## config.mk

```make
export PLATFORM = sky130hd
export DESIGN_NAME = fpec_top
export DESIGN_NICKNAME = d
export VERILOG_FILES = /design/src/pkg/fpec_pkg.sv /design/src/pkg/fpec_seq_if.sv /design/src/rtl/fpec_top.sv /design/src/rtl/fpec_cmd_decode.sv /design/src/rtl/fpec_op_timer.sv
export SDC_FILE = /design/constraint.sdc
export NUM_CORES = 1
export LEC_CHECK = 0
export ABC_AREA = 1
export BUFFER_PORTS_ARGS = -buffer_cell sky130_fd_sc_hd__buf_4
export CORE_AREA = 2 2 130 119
export CTS_CLUSTER_DIAMETER = 200
export DETAILED_ROUTE_END_ITERATION = 16
export DIE_AREA = 0 0 132 121
export PLACE_DENSITY = 0.76
export SYNTH_ARGS = -nofsm -noshare
export SYNTH_HDL_FRONTEND = slang
export SYNTH_HIERARCHICAL = 1
export SYNTH_SLANG_ARGS = --single-unit
```

## constraint.sdc

```tcl
create_clock -name clk -period 3.8 [get_ports clk]
set_input_delay 0.57 -clock clk [delete_from_list [all_inputs] [get_ports clk]]
set_output_delay 0.57 -clock clk [all_outputs]
set_load 0.02 [all_outputs]
```

## src/pkg/fpec_pkg.sv

```systemverilog
// Constants and types for the flash program/erase controller
package fpec_pkg;
  localparam logic [15:0] CTRL_OFFSET = 16'h0760;
  localparam logic [15:0] KEY_OFFSET = 16'h0766;
  localparam logic [15:0] CTRL_RESET = 16'h0000;
  localparam logic [7:0] KEY_RESET = 8'h00;
  localparam int START_BIT = 15;
  localparam int ENABLE_BIT = 14;
  localparam int ERROR_BIT = 13;
  localparam int PROG_ONLY_BIT = 12;
  localparam int RSVD_MSB = 11;
  localparam int RSVD_LSB = 7;
  localparam int ERASE_BIT = 6;
  localparam int CMD_MSB = 5;
  localparam int CMD_LSB = 0;
  localparam int KEY_MSB = 7;
  localparam logic [7:0] KEY_FIRST = 8'h55;
  localparam logic [7:0] KEY_SECOND = 8'hAA;
  localparam logic [3:0] CMD_BOOT_ERASE = 4'hA;
  localparam logic [3:0] CMD_CHIP_ERASE = 4'h9;
  localparam logic [3:0] CMD_ROW_ERASE = 4'h6;
  localparam logic [3:0] CMD_CFG_ERASE = 4'h5;
  localparam logic [3:0] CMD_EEPROM_ERASE = 4'h4;
  localparam logic [3:0] CMD_GENERAL_ERASE = 4'h3;
  localparam logic [3:0] CMD_ROW_WRITE = 4'h1;
  localparam logic [1:0] ROWS_ONE = 2'h0;
  localparam logic [1:0] ROWS_TWO = 2'h1;
  localparam logic [1:0] ROWS_FOUR = 2'h2;
  localparam logic [2:0] COUNT_ONE = 3'h1;
  localparam logic [2:0] COUNT_TWO = 3'h2;
  localparam logic [2:0] COUNT_FOUR = 3'h4;
  localparam int CNT_W = 12;
  localparam int CLK_PERIOD_NS = 50;
  localparam int ROW_TIME_NS = 100000;
  localparam int BULK_TIME_NS = 200000;
  localparam logic [CNT_W-1:0] ROW_CYCLES = CNT_W'(ROW_TIME_NS / CLK_PERIOD_NS);
  localparam logic [CNT_W-1:0] BULK_CYCLES = CNT_W'(BULK_TIME_NS / CLK_PERIOD_NS);
  localparam logic [CNT_W-1:0] NOP_CYCLES = 12'h001;
  localparam logic [23:0] EEPROM_BASE = 24'h7FFE00;
  localparam int USER_TOP_BIT = 23;
  localparam int CFG_PAGE_BIT = 7;
  typedef enum logic [2:0] {
    OP_NONE,
    OP_BOOT_ERASE,
    OP_CHIP_ERASE,
    OP_ROW_ERASE,
    OP_CFG_ERASE,
    OP_EEPROM_ERASE,
    OP_GENERAL_ERASE,
    OP_ROW_WRITE
  } fpec_op_e;
  typedef enum logic [1:0] {LOCK_IDLE, LOCK_HALF, LOCK_ARMED} fpec_lock_e;
  typedef logic [CNT_W-1:0] fpec_cnt_t;
endpackage

```

## src/pkg/fpec_seq_if.sv

```systemverilog
// Signals between the controller, its command decoder and its operation timer
`timescale 1ns/1ps
interface fpec_seq_if;
  import fpec_pkg::*;
  logic erase;
  logic [5:0] cmd;
  logic serialMode;
  fpec_op_e opKind;
  logic [2:0] rowCount;
  fpec_cnt_t opCycles;
  logic privileged;
  logic load;
  logic abort;
  logic busy;
  logic done;
  modport decode (input erase, cmd, serialMode, output opKind, rowCount, opCycles, privileged);
  modport timer (input load, opCycles, abort, output busy, done);
  modport ctrl (output erase, cmd, serialMode, load, abort,
                input opKind, rowCount, opCycles, privileged, busy, done);
endinterface

```

## src/rtl/fpec_top.sv

```systemverilog
// Flash program/erase controller with control and unlock key registers
//
// The strobed register port was decided locally.
`timescale 1ns/1ps

// How it works
// - Start bit launches timed operation, hardware clears
// - Software can set start, never clear it
// - Enable bit one allows, zero blocks operations
// - Improper start or termination sets error flag
// - Erase select picks erase versus program
// - Command 1010xx erases whole boot block
// - Command 1001xx erases entire memory
// - Commands 011000/011001/011010 erase 1/2/4 rows
// - Command 0101xx erases configuration block
// - Command 0011xx erases general memory block
// - Program with 0001xx writes one row
// - Command 0100xx erases EEPROM, other encodings do nothing
// - Row target comes from table pointer
// - Boot and chip erase need serial mode
// - Program-only bit affects EEPROM, exists if present
// - Control bits 11 to 7 read zero
// - Program address is 24 bits wide
// - User accesses stay in lower half
// - Table ops reach configuration with page bit 7
module fpec_top
  import fpec_pkg::*;
#(
  parameter bit EEPROM_PRESENT = 1'b1
)
(
  input wire logic clk,
  input wire logic rst,
  input wire logic [15:0] regAddr,
  input wire logic [15:0] regWrData,
  input wire logic regWr,
  input wire logic regRd,
  output logic [15:0] regRdData,
  input wire logic serialProgMode,
  input wire logic opAbort,
  input wire logic [7:0] tablePage,
  input wire logic [15:0] tableOffset,
  input wire logic tableReadOp,
  input wire logic tableWriteOp,
  input wire logic fetchActive,
  input wire logic [22:0] progCounter,
  input wire logic remapActive,
  input wire logic [7:0] remapPage,
  input wire logic [15:0] remapOffset,
  output logic [23:0] progAddr,
  output logic progAddrValid,
  output logic progAddrDenied,
  output logic memActive,
  output fpec_op_e memOp,
  output logic [23:0] memRowAddr,
  output logic [2:0] memRowCount,
  output logic memEraseFirst,
  output logic memDone
);
  fpec_seq_if seq ();

  logic startBit;
  logic enableBit;
  logic errFlag;
  logic progOnly;
  logic eraseSel;
  logic [5:0] cmdField;
  logic [7:0] keyReg;
  fpec_lock_e lockState;
  logic ctrlWr;
  logic keyWr;
  logic startReq;
  logic modeOk;
  logic launch;
  logic eraseLaunch;
  logic termOp;
  logic errSet;
  logic next_progOnly;
  logic eepromTarget;
  logic [23:0] tableAddr;
  logic [23:0] remapAddr;
  logic [15:0] ctrlView;

  fpec_cmd_decode u_decode (
    .seq(seq.decode)
  );

  fpec_op_timer u_timer (
    .clk(clk),
    .rst(rst),
    .seq(seq.timer)
  );

  assign ctrlWr = regWr && (regAddr == CTRL_OFFSET);
  assign keyWr = regWr && (regAddr == KEY_OFFSET);
  assign tableAddr = {tablePage, tableOffset};
  assign remapAddr = {remapPage, remapOffset};

  // Decoder sees the command being written, else the stored one
  assign seq.erase = ctrlWr ? regWrData[ERASE_BIT] : eraseSel;
  assign seq.cmd = ctrlWr ? regWrData[CMD_MSB:CMD_LSB] : cmdField;
  assign seq.serialMode = serialProgMode;

  assign startReq = ctrlWr && regWrData[START_BIT] && !startBit;
  assign modeOk = !seq.privileged || seq.serialMode;
  // Launch needs the armed key, the enable bit and a legal mode
  assign launch = startReq && (lockState == LOCK_ARMED) && regWrData[ENABLE_BIT] && modeOk;
  assign eraseLaunch = launch && regWrData[ERASE_BIT];
  assign termOp = startBit && opAbort;
  assign errSet = (startReq && !launch) || termOp;
  assign seq.load = launch;
  assign seq.abort = termOp;

  assign next_progOnly = regWrData[PROG_ONLY_BIT] && EEPROM_PRESENT;
  assign eepromTarget = (tableAddr >= EEPROM_BASE) && !tableAddr[USER_TOP_BIT];

  // Unimplemented bits read back as zero
  assign ctrlView = {startBit, enableBit, errFlag, progOnly, 5'h00, eraseSel, cmdField};

  // Unlock key sequence tracking
  always_ff @(posedge clk) begin
    if (rst) begin
      keyReg <= KEY_RESET;
      lockState <= LOCK_IDLE;
    end else if (keyWr) begin
      keyReg <= regWrData[KEY_MSB:0];
      unique case (lockState)
        LOCK_IDLE: lockState <= (regWrData[KEY_MSB:0] == KEY_FIRST) ? LOCK_HALF : LOCK_IDLE;
        LOCK_HALF: lockState <= (regWrData[KEY_MSB:0] == KEY_SECOND) ? LOCK_ARMED :
                                (regWrData[KEY_MSB:0] == KEY_FIRST) ? LOCK_HALF : LOCK_IDLE;
        LOCK_ARMED: lockState <= (regWrData[KEY_MSB:0] == KEY_FIRST) ? LOCK_HALF : LOCK_IDLE;
      endcase
    end else if (regWr) begin
      lockState <= LOCK_IDLE;
    end
  end

  // Start bit: set by a good launch, cleared only by hardware
  always_ff @(posedge clk) begin
    if (rst) begin
      startBit <= 1'b0;
    end else if (launch) begin
      startBit <= 1'b1;
    end else if (seq.done || termOp) begin
      startBit <= 1'b0;
    end
  end

  // Error flag: hardware set wins over a software write
  always_ff @(posedge clk) begin
    if (rst) begin
      errFlag <= 1'b0;
    end else if (errSet) begin
      errFlag <= 1'b1;
    end else if (ctrlWr) begin
      errFlag <= regWrData[ERROR_BIT];
    end
  end

  // Command fields are frozen while an operation runs
  always_ff @(posedge clk) begin
    if (rst) begin
      enableBit <= 1'b0;
      progOnly <= 1'b0;
      eraseSel <= 1'b0;
      cmdField <= 6'h00;
    end else if (ctrlWr) begin
      enableBit <= regWrData[ENABLE_BIT];
      if (!startBit) begin
        progOnly <= next_progOnly;
        eraseSel <= regWrData[ERASE_BIT];
        cmdField <= regWrData[CMD_MSB:CMD_LSB];
      end
    end
  end

  // Operation handed to the memory array
  always_ff @(posedge clk) begin
    if (rst) begin
      memActive <= 1'b0;
      memOp <= OP_NONE;
      memRowAddr <= 24'h000000;
      memRowCount <= 3'h0;
      memEraseFirst <= 1'b0;
      memDone <= 1'b0;
    end else begin
      memDone <= seq.done;
      if (launch) begin
        memActive <= 1'b1;
        memOp <= seq.opKind;
        memRowAddr <= tableAddr;
        memRowCount <= seq.rowCount;
        memEraseFirst <= !(next_progOnly && eepromTarget);
      end else if (seq.done || termOp) begin
        memActive <= 1'b0;
      end
    end
  end

  // Program space address formation
  always_ff @(posedge clk) begin
    if (rst) begin
      progAddr <= 24'h000000;
      progAddrValid <= 1'b0;
      progAddrDenied <= 1'b0;
    end else begin
      progAddrValid <= 1'b0;
      progAddrDenied <= 1'b0;
      if (tableReadOp || tableWriteOp) begin
        progAddr <= tableAddr;
        progAddrValid <= 1'b1;
      end else if (remapActive) begin
        progAddr <= remapAddr;
        progAddrValid <= !remapAddr[USER_TOP_BIT];
        progAddrDenied <= remapAddr[USER_TOP_BIT];
      end else if (fetchActive) begin
        progAddr <= {1'b0, progCounter};
        progAddrValid <= 1'b1;
      end
    end
  end

  // Register read port, data valid the cycle after the strobe
  always_ff @(posedge clk) begin
    if (rst) begin
      regRdData <= 16'h0000;
    end else if (regRd) begin
      unique case (regAddr)
        CTRL_OFFSET: regRdData <= ctrlView;
        KEY_OFFSET: regRdData <= {8'h00, keyReg};
        default: regRdData <= 16'h0000;
      endcase
    end else begin
      regRdData <= 16'h0000;
    end
  end

  start_launch_a: assert property (@(posedge clk) disable iff (rst)
    launch |=> startBit && memActive ##1 startBit)
    else $error("start bit did not follow a launch");

  start_clear_a: assert property (@(posedge clk) disable iff (rst)
    seq.done |=> !startBit && !memActive && memDone)
    else $error("start bit not cleared at completion");

  no_sw_clear_a: assert property (@(posedge clk) disable iff (rst)
    (startBit && ctrlWr && !regWrData[START_BIT] && !seq.done && !opAbort) |=> startBit)
    else $error("software cleared the start bit");

  program_erase_enable_block_a: assert property (@(posedge clk) disable iff (rst)
    (startReq && !regWrData[ENABLE_BIT]) |=> !startBit && errFlag)
    else $error("start allowed with enable low");

  bad_seq_a: assert property (@(posedge clk) disable iff (rst)
    (startReq && lockState != LOCK_ARMED) |=> errFlag && !memActive)
    else $error("improper sequence not flagged");

  abort_err_a: assert property (@(posedge clk) disable iff (rst)
    termOp |=> errFlag && !startBit)
    else $error("terminated operation not flagged");

  row_write_a: assert property (@(posedge clk) disable iff (rst)
    (launch && !regWrData[ERASE_BIT] && regWrData[5:2] == CMD_ROW_WRITE)
      |=> memOp == OP_ROW_WRITE && memRowCount == COUNT_ONE)
    else $error("row write not selected");

  row_addr_a: assert property (@(posedge clk) disable iff (rst)
    launch |=> memRowAddr == $past(tableAddr))
    else $error("row address not from table pointer");

  serial_mode_a: assert property (@(posedge clk) disable iff (rst)
    (startReq && seq.privileged && !serialProgMode) |=> !startBit && errFlag)
    else $error("privileged erase outside serial mode");

  rsvd_zero_a: assert property (@(posedge clk) disable iff (rst)
    (regRd && regAddr == CTRL_OFFSET) |=> regRdData[RSVD_MSB:RSVD_LSB] == 5'h00)
    else $error("unimplemented bits read nonzero");

  user_half_a: assert property (@(posedge clk) disable iff (rst)
    (remapActive && !tableReadOp && !tableWriteOp) |=> !(progAddrValid && progAddr[23]))
    else $error("user access reached upper half");

  reset_zero_a: assert property (@(posedge clk)
    rst |=> ctrlView == CTRL_RESET && keyReg == KEY_RESET)
    else $error("registers not zero after reset");

  active_mirror_a: assert property (@(posedge clk) disable iff (rst)
    memActive == startBit)
    else $error("busy output differs from start bit");

  done_pulse_a: assert property (@(posedge clk) disable iff (rst)
    memDone |=> !memDone)
    else $error("completion pulse longer than one cycle");

  timer_busy_a: assert property (@(posedge clk) disable iff (rst)
    startBit |-> seq.busy || seq.done)
    else $error("start bit set with no timed operation");

  abort_stop_a: assert property (@(posedge clk) disable iff (rst)
    (termOp && !seq.done) |=> !memActive && !memDone)
    else $error("terminated operation still active");

  start_hold_a: assert property (@(posedge clk) disable iff (rst)
    (startBit && !seq.done && !termOp) |=> startBit)
    else $error("start bit dropped without hardware cause");

  enable_wr_a: assert property (@(posedge clk) disable iff (rst)
    ctrlWr |=> enableBit == $past(regWrData[ENABLE_BIT]))
    else $error("enable bit not written");

  good_start_a: assert property (@(posedge clk) disable iff (rst)
    (launch && !regWrData[ERROR_BIT]) |=> !errFlag)
    else $error("proper sequence flagged as error");

  prog_side_a: assert property (@(posedge clk) disable iff (rst)
    (launch && !regWrData[ERASE_BIT]) |=> memOp == OP_ROW_WRITE || memOp == OP_NONE)
    else $error("program select started an erase");

  boot_op_a: assert property (@(posedge clk) disable iff (rst)
    (eraseLaunch && regWrData[5:2] == CMD_BOOT_ERASE) |=> memOp == OP_BOOT_ERASE)
    else $error("boot block erase not selected");

  chip_op_a: assert property (@(posedge clk) disable iff (rst)
    (eraseLaunch && regWrData[5:2] == CMD_CHIP_ERASE) |=> memOp == OP_CHIP_ERASE)
    else $error("whole memory erase not selected");

  row_four_a: assert property (@(posedge clk) disable iff (rst)
    (eraseLaunch && regWrData[5:0] == 6'h1A)
      |=> memOp == OP_ROW_ERASE && memRowCount == COUNT_FOUR)
    else $error("four row erase not selected");

  cfg_op_a: assert property (@(posedge clk) disable iff (rst)
    (eraseLaunch && regWrData[5:2] == CMD_CFG_ERASE) |=> memOp == OP_CFG_ERASE)
    else $error("configuration erase not selected");

  eeprom_op_a: assert property (@(posedge clk) disable iff (rst)
    (eraseLaunch && regWrData[5:2] == CMD_EEPROM_ERASE) |=> memOp == OP_EEPROM_ERASE)
    else $error("data memory erase not selected");

  general_op_a: assert property (@(posedge clk) disable iff (rst)
    (eraseLaunch && regWrData[5:2] == CMD_GENERAL_ERASE) |=> memOp == OP_GENERAL_ERASE)
    else $error("general block erase not selected");

  nop_prog_a: assert property (@(posedge clk) disable iff (rst)
    (launch && !regWrData[ERASE_BIT] && regWrData[5:2] != CMD_ROW_WRITE)
      |=> memOp == OP_NONE)
    else $error("unlisted program command did something");

  table_addr_a: assert property (@(posedge clk) disable iff (rst)
    (tableReadOp || tableWriteOp) |=> progAddrValid && progAddr == $past(tableAddr))
    else $error("table access address not formed");

  fetch_addr_a: assert property (@(posedge clk) disable iff (rst)
    (fetchActive && !remapActive && !tableReadOp && !tableWriteOp)
      |=> progAddrValid && progAddr == {1'b0, $past(progCounter)})
    else $error("fetch address not formed");

  remap_deny_a: assert property (@(posedge clk) disable iff (rst)
    (remapActive && !tableReadOp && !tableWriteOp && remapAddr[USER_TOP_BIT])
      |=> progAddrDenied && !progAddrValid)
    else $error("upper half remap access not refused");
endmodule

```

## src/rtl/fpec_cmd_decode.sv

```systemverilog
// Decoder from erase select and command field to operation, rows and duration
`timescale 1ns/1ps
module fpec_cmd_decode
  import fpec_pkg::*;
(
  fpec_seq_if.decode seq
);
  function automatic logic cmd_is(input logic [5:0] cmd, input logic [3:0] hi);
    return cmd[5:2] == hi;
  endfunction

  always_comb begin
    seq.opKind = OP_NONE;
    seq.rowCount = 3'h0;
    seq.opCycles = NOP_CYCLES;
    seq.privileged = 1'b0;
    if (seq.erase) begin
      if (cmd_is(seq.cmd, CMD_BOOT_ERASE)) begin
        seq.opKind = OP_BOOT_ERASE;
        seq.opCycles = BULK_CYCLES;
        seq.privileged = 1'b1;
      end else if (cmd_is(seq.cmd, CMD_CHIP_ERASE)) begin
        seq.opKind = OP_CHIP_ERASE;
        seq.opCycles = BULK_CYCLES;
        seq.privileged = 1'b1;
      end else if (cmd_is(seq.cmd, CMD_ROW_ERASE)) begin
        case (seq.cmd[1:0])
          ROWS_ONE: seq.rowCount = COUNT_ONE;
          ROWS_TWO: seq.rowCount = COUNT_TWO;
          ROWS_FOUR: seq.rowCount = COUNT_FOUR;
          default: seq.rowCount = 3'h0;
        endcase
        if (seq.rowCount != 3'h0) begin
          seq.opKind = OP_ROW_ERASE;
          seq.opCycles = ROW_CYCLES;
        end
      end else if (cmd_is(seq.cmd, CMD_CFG_ERASE)) begin
        seq.opKind = OP_CFG_ERASE;
        seq.opCycles = BULK_CYCLES;
      end else if (cmd_is(seq.cmd, CMD_EEPROM_ERASE)) begin
        seq.opKind = OP_EEPROM_ERASE;
        seq.opCycles = BULK_CYCLES;
      end else if (cmd_is(seq.cmd, CMD_GENERAL_ERASE)) begin
        seq.opKind = OP_GENERAL_ERASE;
        seq.opCycles = BULK_CYCLES;
      end
    end else if (cmd_is(seq.cmd, CMD_ROW_WRITE)) begin
      seq.opKind = OP_ROW_WRITE;
      seq.rowCount = COUNT_ONE;
      seq.opCycles = ROW_CYCLES;
    end
    // Anything else stays a one-cycle no operation
  end
endmodule

```

## src/rtl/fpec_op_timer.sv

```systemverilog
// Self-timing counter for one program or erase operation
`timescale 1ns/1ps
module fpec_op_timer
  import fpec_pkg::*;
(
  input wire logic clk,
  input wire logic rst,
  fpec_seq_if.timer seq
);
  fpec_cnt_t remain;

  always_ff @(posedge clk) begin
    if (rst) begin
      remain <= '0;
      seq.busy <= 1'b0;
      seq.done <= 1'b0;
    end else begin
      seq.done <= 1'b0;
      if (seq.abort) begin
        remain <= '0;
        seq.busy <= 1'b0;
      end else if (seq.load) begin
        remain <= seq.opCycles;
        seq.busy <= 1'b1;
      end else if (seq.busy) begin
        if (remain == NOP_CYCLES) begin
          remain <= '0;
          seq.busy <= 1'b0;
          seq.done <= 1'b1;
        end else begin
          remain <= remain - NOP_CYCLES;
        end
      end
    end
  end
endmodule

```

==> results of run 1 <==
==> power by group <==
group / switching, mW / total [mW] / internal, mW / leakage (nW)
clock: 0.438 / 0.887 / 0.450 / 0.127
combinational: 0.159 / 0.294 / 0.136 / 2.58
sequential: 0.0114 / 1.13 / 1.12 / 0.852
==> metrics by stage <==
step	power [mW]	hold WS [ps]	cells	utilization, %
finish	2.313	433.4	1193	51.01
global route	2.402	460.1	1193	51.01
CTS	2.333	436.0	1193	51.01
detailed placement	1.451	423.6	1177	49.16
global placement	1.448	433.1	1177	49.16
floorplan	1.299	410.1	845	-
==> metal layers <==
layer	up-vias	GRT usage, %
met4	0	8.288
met5	-	0
met3	35	7.811
met1	2608	25.00
met2	190	34.77
li1	2967	-
==> cell usage in the layout (no fill, tap or decap), types with 3 or more instances in the layout <==
cell type    n
dfxtp_1    105
inv_2        5
nor2_1      91
o21ai_0     39
a22oi_1     12
clkbuf_16    9
o221ai_1    23
inv_1      159
nand4_1     34
nand2_1    157
a21oi_1     28
nand3_1     24
o211ai_1    23
nor4_1       4
nand3_2      9
buf_4      191
nor2_4       3
a21oi_2     12
conb_1       7
nor3_1       8
nand2_2     11
nor2_2      13
==> registers in the layout (all words and copies together), names as in the netlist, 2 cells and up <==
| signal | count |
|---|---|
| keyReg | 8 |
| memOp | 3 |
| progAddr | 24 |
| cmdField | 6 |
| memRowCount | 3 |
| lockState | 2 |
| memRowAddr | 24 |
| regRdData | 12 |
| u_timer/remain | 12 |
==> logic make-up (layout without fill, tap and decap cells) <==
logic type / count (synthesis) / count (layout) / share of synthesized area, %
and+or+nand+nor: 364 / 364 / 29.71
buffers and inverters: 221 / 371 / 16.33
AOI/OAI and AO/OA: 142 / 142 / 16.35
DFF: 105 / 105 / 36.43
xor gates and xnor gates: 4 / 4 / 0.6074
adders and majority gates: 2 / 2 / 0.4337
other: 2 / 7 / 0.1302
==> worst max-delay path, delay by kind of cell <==
| family | cells | cell delay (ps) |
|---|---|---|
| buf+inv | 5 | 460 |
| compound gates | 4 | 820 |
| simple gates | 11 | 1640 |
==> area by class of cell <==
class	count	share of cell area, %
multi-input combinational	519	37.12
clock buffer	11	3.134
sequential	105	28.31
inverter	164	8.290
clock inverter	5	0.5055
tap	198	3.336
timing repair buffer	191	19.31
==> path summary, 6_finish.rpt <==
check / end / cells past startpoint
worst max register to register: u_timer/remain[4]$_SDFFE_PP0P_ / 16
worst max-delay path: u_timer/remain[4]$_SDFFE_PP0P_ / 20
worst min register to register: memDone$_SDFF_PP0_ / 2
worst min-delay path: memDone$_SDFF_PP0_ / 2
==> impl_results.md, run 1 <==
* Status: finished, final reports clean
* Nature of the critical path startpoint: input pin
* Hold path start: u_timer/seq.done$_SDFF_PP0_
* Routability congestion estimate at 0.8645
* Uppermost layer routed: met4
* Crit-path cells: buf_4, nor2_1, nand2_1, nor2_4, nand3_1, o21ai_0, inv_1, nor2_1, nand2_1, nand2_2, nand2_2, inv_1, a211oi_4, nand4_4, inv_1, nor2_1, inv_2, nor2_4, o21ai_1, a21oi_1
* CP Max Fanout at 12
* Routed WL at 16610 um
* Synth cell types at 44
* Share of layout cells above drive strength 1 at 26.53%
* Floorplan die height at 121 um
* Total CTS buffers at 9
* Max cap viols at 0
* # fillers at between 1000 and 1500
* Drt wl/cell at 13.92 um
* Placement Cell Area at 7156 sq um
* Area grow syn2layout at 28.71%
* Synth area leaders: dfxtp_1 36%, inv_1 10%, nand2_1 10%
* Critical Path Start: regAddr[0]
* Main synth FF type: dfxtp_1
* # IOs at 188
* Via/cell ratio at between 4 and 5
* Initial Utilization at 39.63%
* Area share of the largest cell type after synthesis at roughly 36%
* R2R setup slack at 1210 ps
* Yosys warnings at 6
* Clock latency on the worst-skew pair at 360 ps
* Post-CTS Setup Inserts at 0
* Worst Path Class, Setup: in -> reg
* Fin nets at 1105
* Max Clk Rate at 0.3118 GHz
* Core ar. at 14560 sq um
* DRC at 0
* Diodes inserted at 0
* Die Wd at 132 um
* Clock Path Buffers at 2
* CTS tree: built
* Die area at approximately 16000 sq um
* Static leakage at between 3 and 4 nW
* Multi-input logic area at 2756 sq um
* Synthesized flop and latch total at between 100 and 150
* Vias in the first global route at around 5500
* Slew Viols, Final at 0
* Via count at 5800
* Async set-reset flop share out of synthesis at 0%
* Site row count at 42
* Crit path time final at between 3000 and 4000 ps
* Cell area after layout at ~7400 sq um
* Crit path max-delay cell type: o21ai_0
* Crit path required time at 4070 ps
* RSZ-0062 raised after global routing: false
* Total negative slack at 0 ps
* Max-slew headroom at 44.10%
* DR pass1 iterations at 5
* Hold_buf cts at 0
* Post-Place Setup Slack at 264.9 ps
* Root Buffer: clkbuf_16
* Syn Inst Count at between 800 and 900
* Hold Path Class: reg -> reg
* Met3 routed WL at 1461 um
* Clk_skew at 11.90 ps
* DP HPWL at 12170 um
* Grt total ovfl at 0
* Overall routing resource usage at 21.09%
* First-pass GRT wire length at 27090 um
* Sequential-to-total area share from yosys stat at between 30% and 40%
* Max VDD drop at around 0.00025 V
* Critical path arrival at roughly 3500 ps
* Area of the mapped netlist at 5769 sq um
* Final setup viols at 0
* CTS sink count at 105
* Cell Pwr Density at 311.5 nW/um^2
* Number of enable flip-flop cells after synthesis at 0
* Metal-1 WL at roughly 7000 um
* Final Hold Fails at 0
* Worst reg2reg path startpoint: cmdField[2]$_SDFFE_PP0P_
* DRT antenna net count at 0
* Final period util at a little over four fifths
* Most common cell in the netlist: inv_1
* Storage element area at 2102 sq um
* Met2 routed WL at 7605 um
* Setup WS post-layout at a little under 600 ps
* Input/output buffers at 179
* Post-CTS Resized at 0
* CTS H-tree depth at 3
* Actual slew at the worst max-slew pin at 837.5 ps
* Syn avg cell area at 6.868 sq um
* CP peak stage delay at 470 ps
* Setup crit end kind: flop
* Worst-path clk slew at 70 ps
* Post-synth top area cell: dfxtp_1
* Iteration-0 DRC Markers at 350
* Initial antenna violation count at 0
* Commonest cells in the synthesized netlist: 160 x inv_1, 157 x nand2_1, 105 x dfxtp_1
* Largest net degree at the start of global routing at 55
No activity file was read; power rests on OpenSTA's default activity.
==> run 2, diff against run 1 <==
clock period = 3.33 ns   (was 3.8 ns; I/O delays follow)
==> impl_results.md, run 2 (synthesis gave the netlist of run 1 again) <==
* Setup crit end kind: flop
* Hold_buf cts at 0 (unchanged)
* Most frequent cells in the layout: 192 x buf_4, 159 x inv_1, 157 x nand2_1, 105 x dfxtp_1, 91 x nor2_1
* Worst-path clk slew at 70 ps (about the same)
* Largest regs: memRowAddr x24, progAddr x24
* Storage element area at 2102 sq um (unchanged)
* Register share of total power at 46.0% (-2.9 points)
* Cell area after layout at 7550 sq um (+1.7%)
* Max Clk Rate at 0.3505 GHz
* Fin nets at 1109 (+0.36%)
* Clock network fraction of total power at 42.0% (+3.6 points)
* Initial Utilization at 39.63% (unchanged)
* Crit path time final at 2853 ps
* Comb pwr share at 12.0% (-0.7 points)
* DP HPWL at 11940 um (-1.8%)
* CTS tree: built
* Die Wd at 132 um (unchanged)
* Die area at 15970 sq um (unchanged)
* Switching share of power at 25.07% (-1.2 points)
* Input/output buffers at 179 (unchanged)
* Slew Viols, Final at 0 (unchanged)
* Post-CTS Setup Inserts at 0 (unchanged)
* Total CTS buffers at 9 (unchanged)
* CP Max Fanout at 13 (+1)
* Iteration-0 DRC Markers at 312 (-11%)
* Final setup viols at 0 (unchanged)
* Nature of the critical path startpoint: input pin
* First-pass GRT wire length at 27040 um (-0.18%)
* Share of layout cells above drive strength 1 at 26.93% (+0.39 points)
* Status: finished, final reports clean
* CTS H-tree depth at 3 (unchanged)
* Routed WL at 16520 um (-0.53%)
* Drt wl/cell at 13.80 um (-0.86%)
* Final period util at a little under nine tenths
* Hold Path Class: in -> reg
* Total negative slack at 0 ps (unchanged)
* Max-slew headroom at 51.79% (+7.7 points)
* Vias in the first global route at 5573 (+0.70%)
* Final Hold Fails at 0 (unchanged)
* Multi-input logic area at 2756 sq um (unchanged)
* Cell Pwr Density at 372.1 nW/um^2 (+19%)
* Placement Cell Area at 7223 sq um (+0.94%)
* P_sw at 0.7043 mW (+16%)
* Post-CTS Resized at 0 (unchanged)
* Core ar. at 14560 sq um (unchanged)
* Static leakage at 3.618 nW (+1.8%)
* Largest net degree at the start of global routing at 59 (+7.3%)
* Diodes inserted at 0 (unchanged)
* DRC at 0 (unchanged)
* Initial antenna violation count at 0 (unchanged)
* Max cap viols at 0 (unchanged)
* Via/cell ratio at 4.886 (+0.51%)
* Max VDD drop at 0.0002569 V (+2.9%)
* # IOs at 188 (unchanged)
* Overall routing resource usage at 20.99% (-0.11 points)
* Crit path required time at 3540 ps (-530 ps)
* Via count at 5849 (+0.84%)
* # fillers at 1472 (+0.34%)
* CTS sink count at 105 (unchanged)
* Min-Delay Path Depth at 4 (+2)
* Area grow syn2layout at 30.86%
* Critical path arrival at 3060 ps (-420 ps)
* Floorplan die height at 121 um (unchanged)
* Actual slew at the worst max-slew pin at 723.2 ps (-114.4 ps)
* Routability congestion estimate at 0.9032 (+4.5%)
* Worst Path Class, Setup: in -> reg
* Root Buffer: clkbuf_16
* Clock latency on the worst-skew pair at 360 ps (about the same)
* R2R setup slack at 1090 ps (-120 ps)
* Hold Path Sink: memActive$_SDFFE_PP0P_
* Clock Path Buffers at 2 (unchanged)
* Site row count at 42 (unchanged)
* Reg2Reg Depth at 18 (+2)
* Clk_skew at 11.06 ps (-0.8386 ps)
* DRT antenna net count at 0 (unchanged)
* Int Pwr at 2.105 mW (+23%)
* Grt total ovfl at 0 (unchanged)
* Critical Path Start: regAddr[0]
* DR pass1 iterations at 5 (unchanged)
* Commonest non-fill, non-tap cell in the layout: buf_4
* Worst reg2reg path startpoint: cmdField[2]$_SDFFE_PP0P_
* Hold path start: opAbort
* Worst r2r dst: u_timer/remain[4]$_SDFFE_PP0P_
* RSZ-0062 raised after global routing: false
-- run 2: power by group through the flow --
stage	Combinational [mW]	Clock (mW)	Sequential (mW)
final	0.337	1.18	1.29
after global routing	0.370	1.25	1.29
after CTS	0.337	1.21	1.29
after detailed placement	0.337	0	1.32
after global placement	0.333	0	1.32
after floorplan	0.136	0	1.35
-- run 2: how the worst max path moves through the flow --
| stage | depth (start not counted) | to | slack [ps] |
|---|---|---|---|
| final | 21 | u_timer/remain[5]$_SDFFE_PP0P_ | 480 |
| after global routing | 21 | u_timer/remain[9]$_SDFFE_PP0P_ | 110 |
| after CTS | 21 | u_timer/remain[5]$_SDFFE_PP0P_ | 480 |
| after detailed placement | 21 | u_timer/remain[3]$_SDFFE_PP0P_ | 110 |
| after global placement | 21 | u_timer/remain[0]$_SDFFE_PP0P_ | 180 |
| after floorplan | 18 | u_timer/remain[0]$_SDFFE_PP0P_ | 10 |
-- run 2: critical path, cell delays in order --
cell	delay, ps
buf_4	110
nor2_1	130
nand2_1	110
nor2_4	120
nand3_1	190
buf_4	220
nand2_1	50
o21ai_0	130
inv_1	110
nor2_1	60
nand2_1	110
nand2_2	60
nand2_2	70
inv_1	70
a211oi_4	290
nand4_4	120
inv_1	110
nor2_1	50
buf_4	180
a22oi_1	200
a21oi_2	80
-- run 2: through the flow --
| stage | util (%) | hold slack [ps] | cells | setup slack [ps] | total power [mW] |
|---|---|---|---|---|---|
| after global placement | 49.62 | 436.2 | 1181 | 178.7 | 1.653 |
| after global routing | 51.87 | 422.9 | 1197 | 111.0 | 2.912 |
| after detailed placement | 49.62 | 427.3 | 1181 | 111.7 | 1.656 |
| after CTS | 51.87 | 414.1 | 1197 | 481.4 | 2.838 |
| final | 51.87 | 429.5 | 1197 | 476.9 | 2.809 |
| after floorplan | - | 410.1 | 845 | 10.03 | 1.483 |
-- run 2: layer usage --
metal | share of wire (%) | global-route usage [%]
met3 | 8.9 | 6.683
met4 | 2.6 | 8.424
met1 | 42 | 24.70
met5 | 0 | 0
met2 | 46 | 35.58
-- run 2: area by class of cell --
class	instances	share of cell area, %
Tap cell	198	3.281
Multi-Input combinational cell	519	36.51
Clock inverter	6	1.293
Clock buffer	10	3.033
Inverter	164	8.154
Timing Repair Buffer	195	19.89
Sequential cell	105	27.84
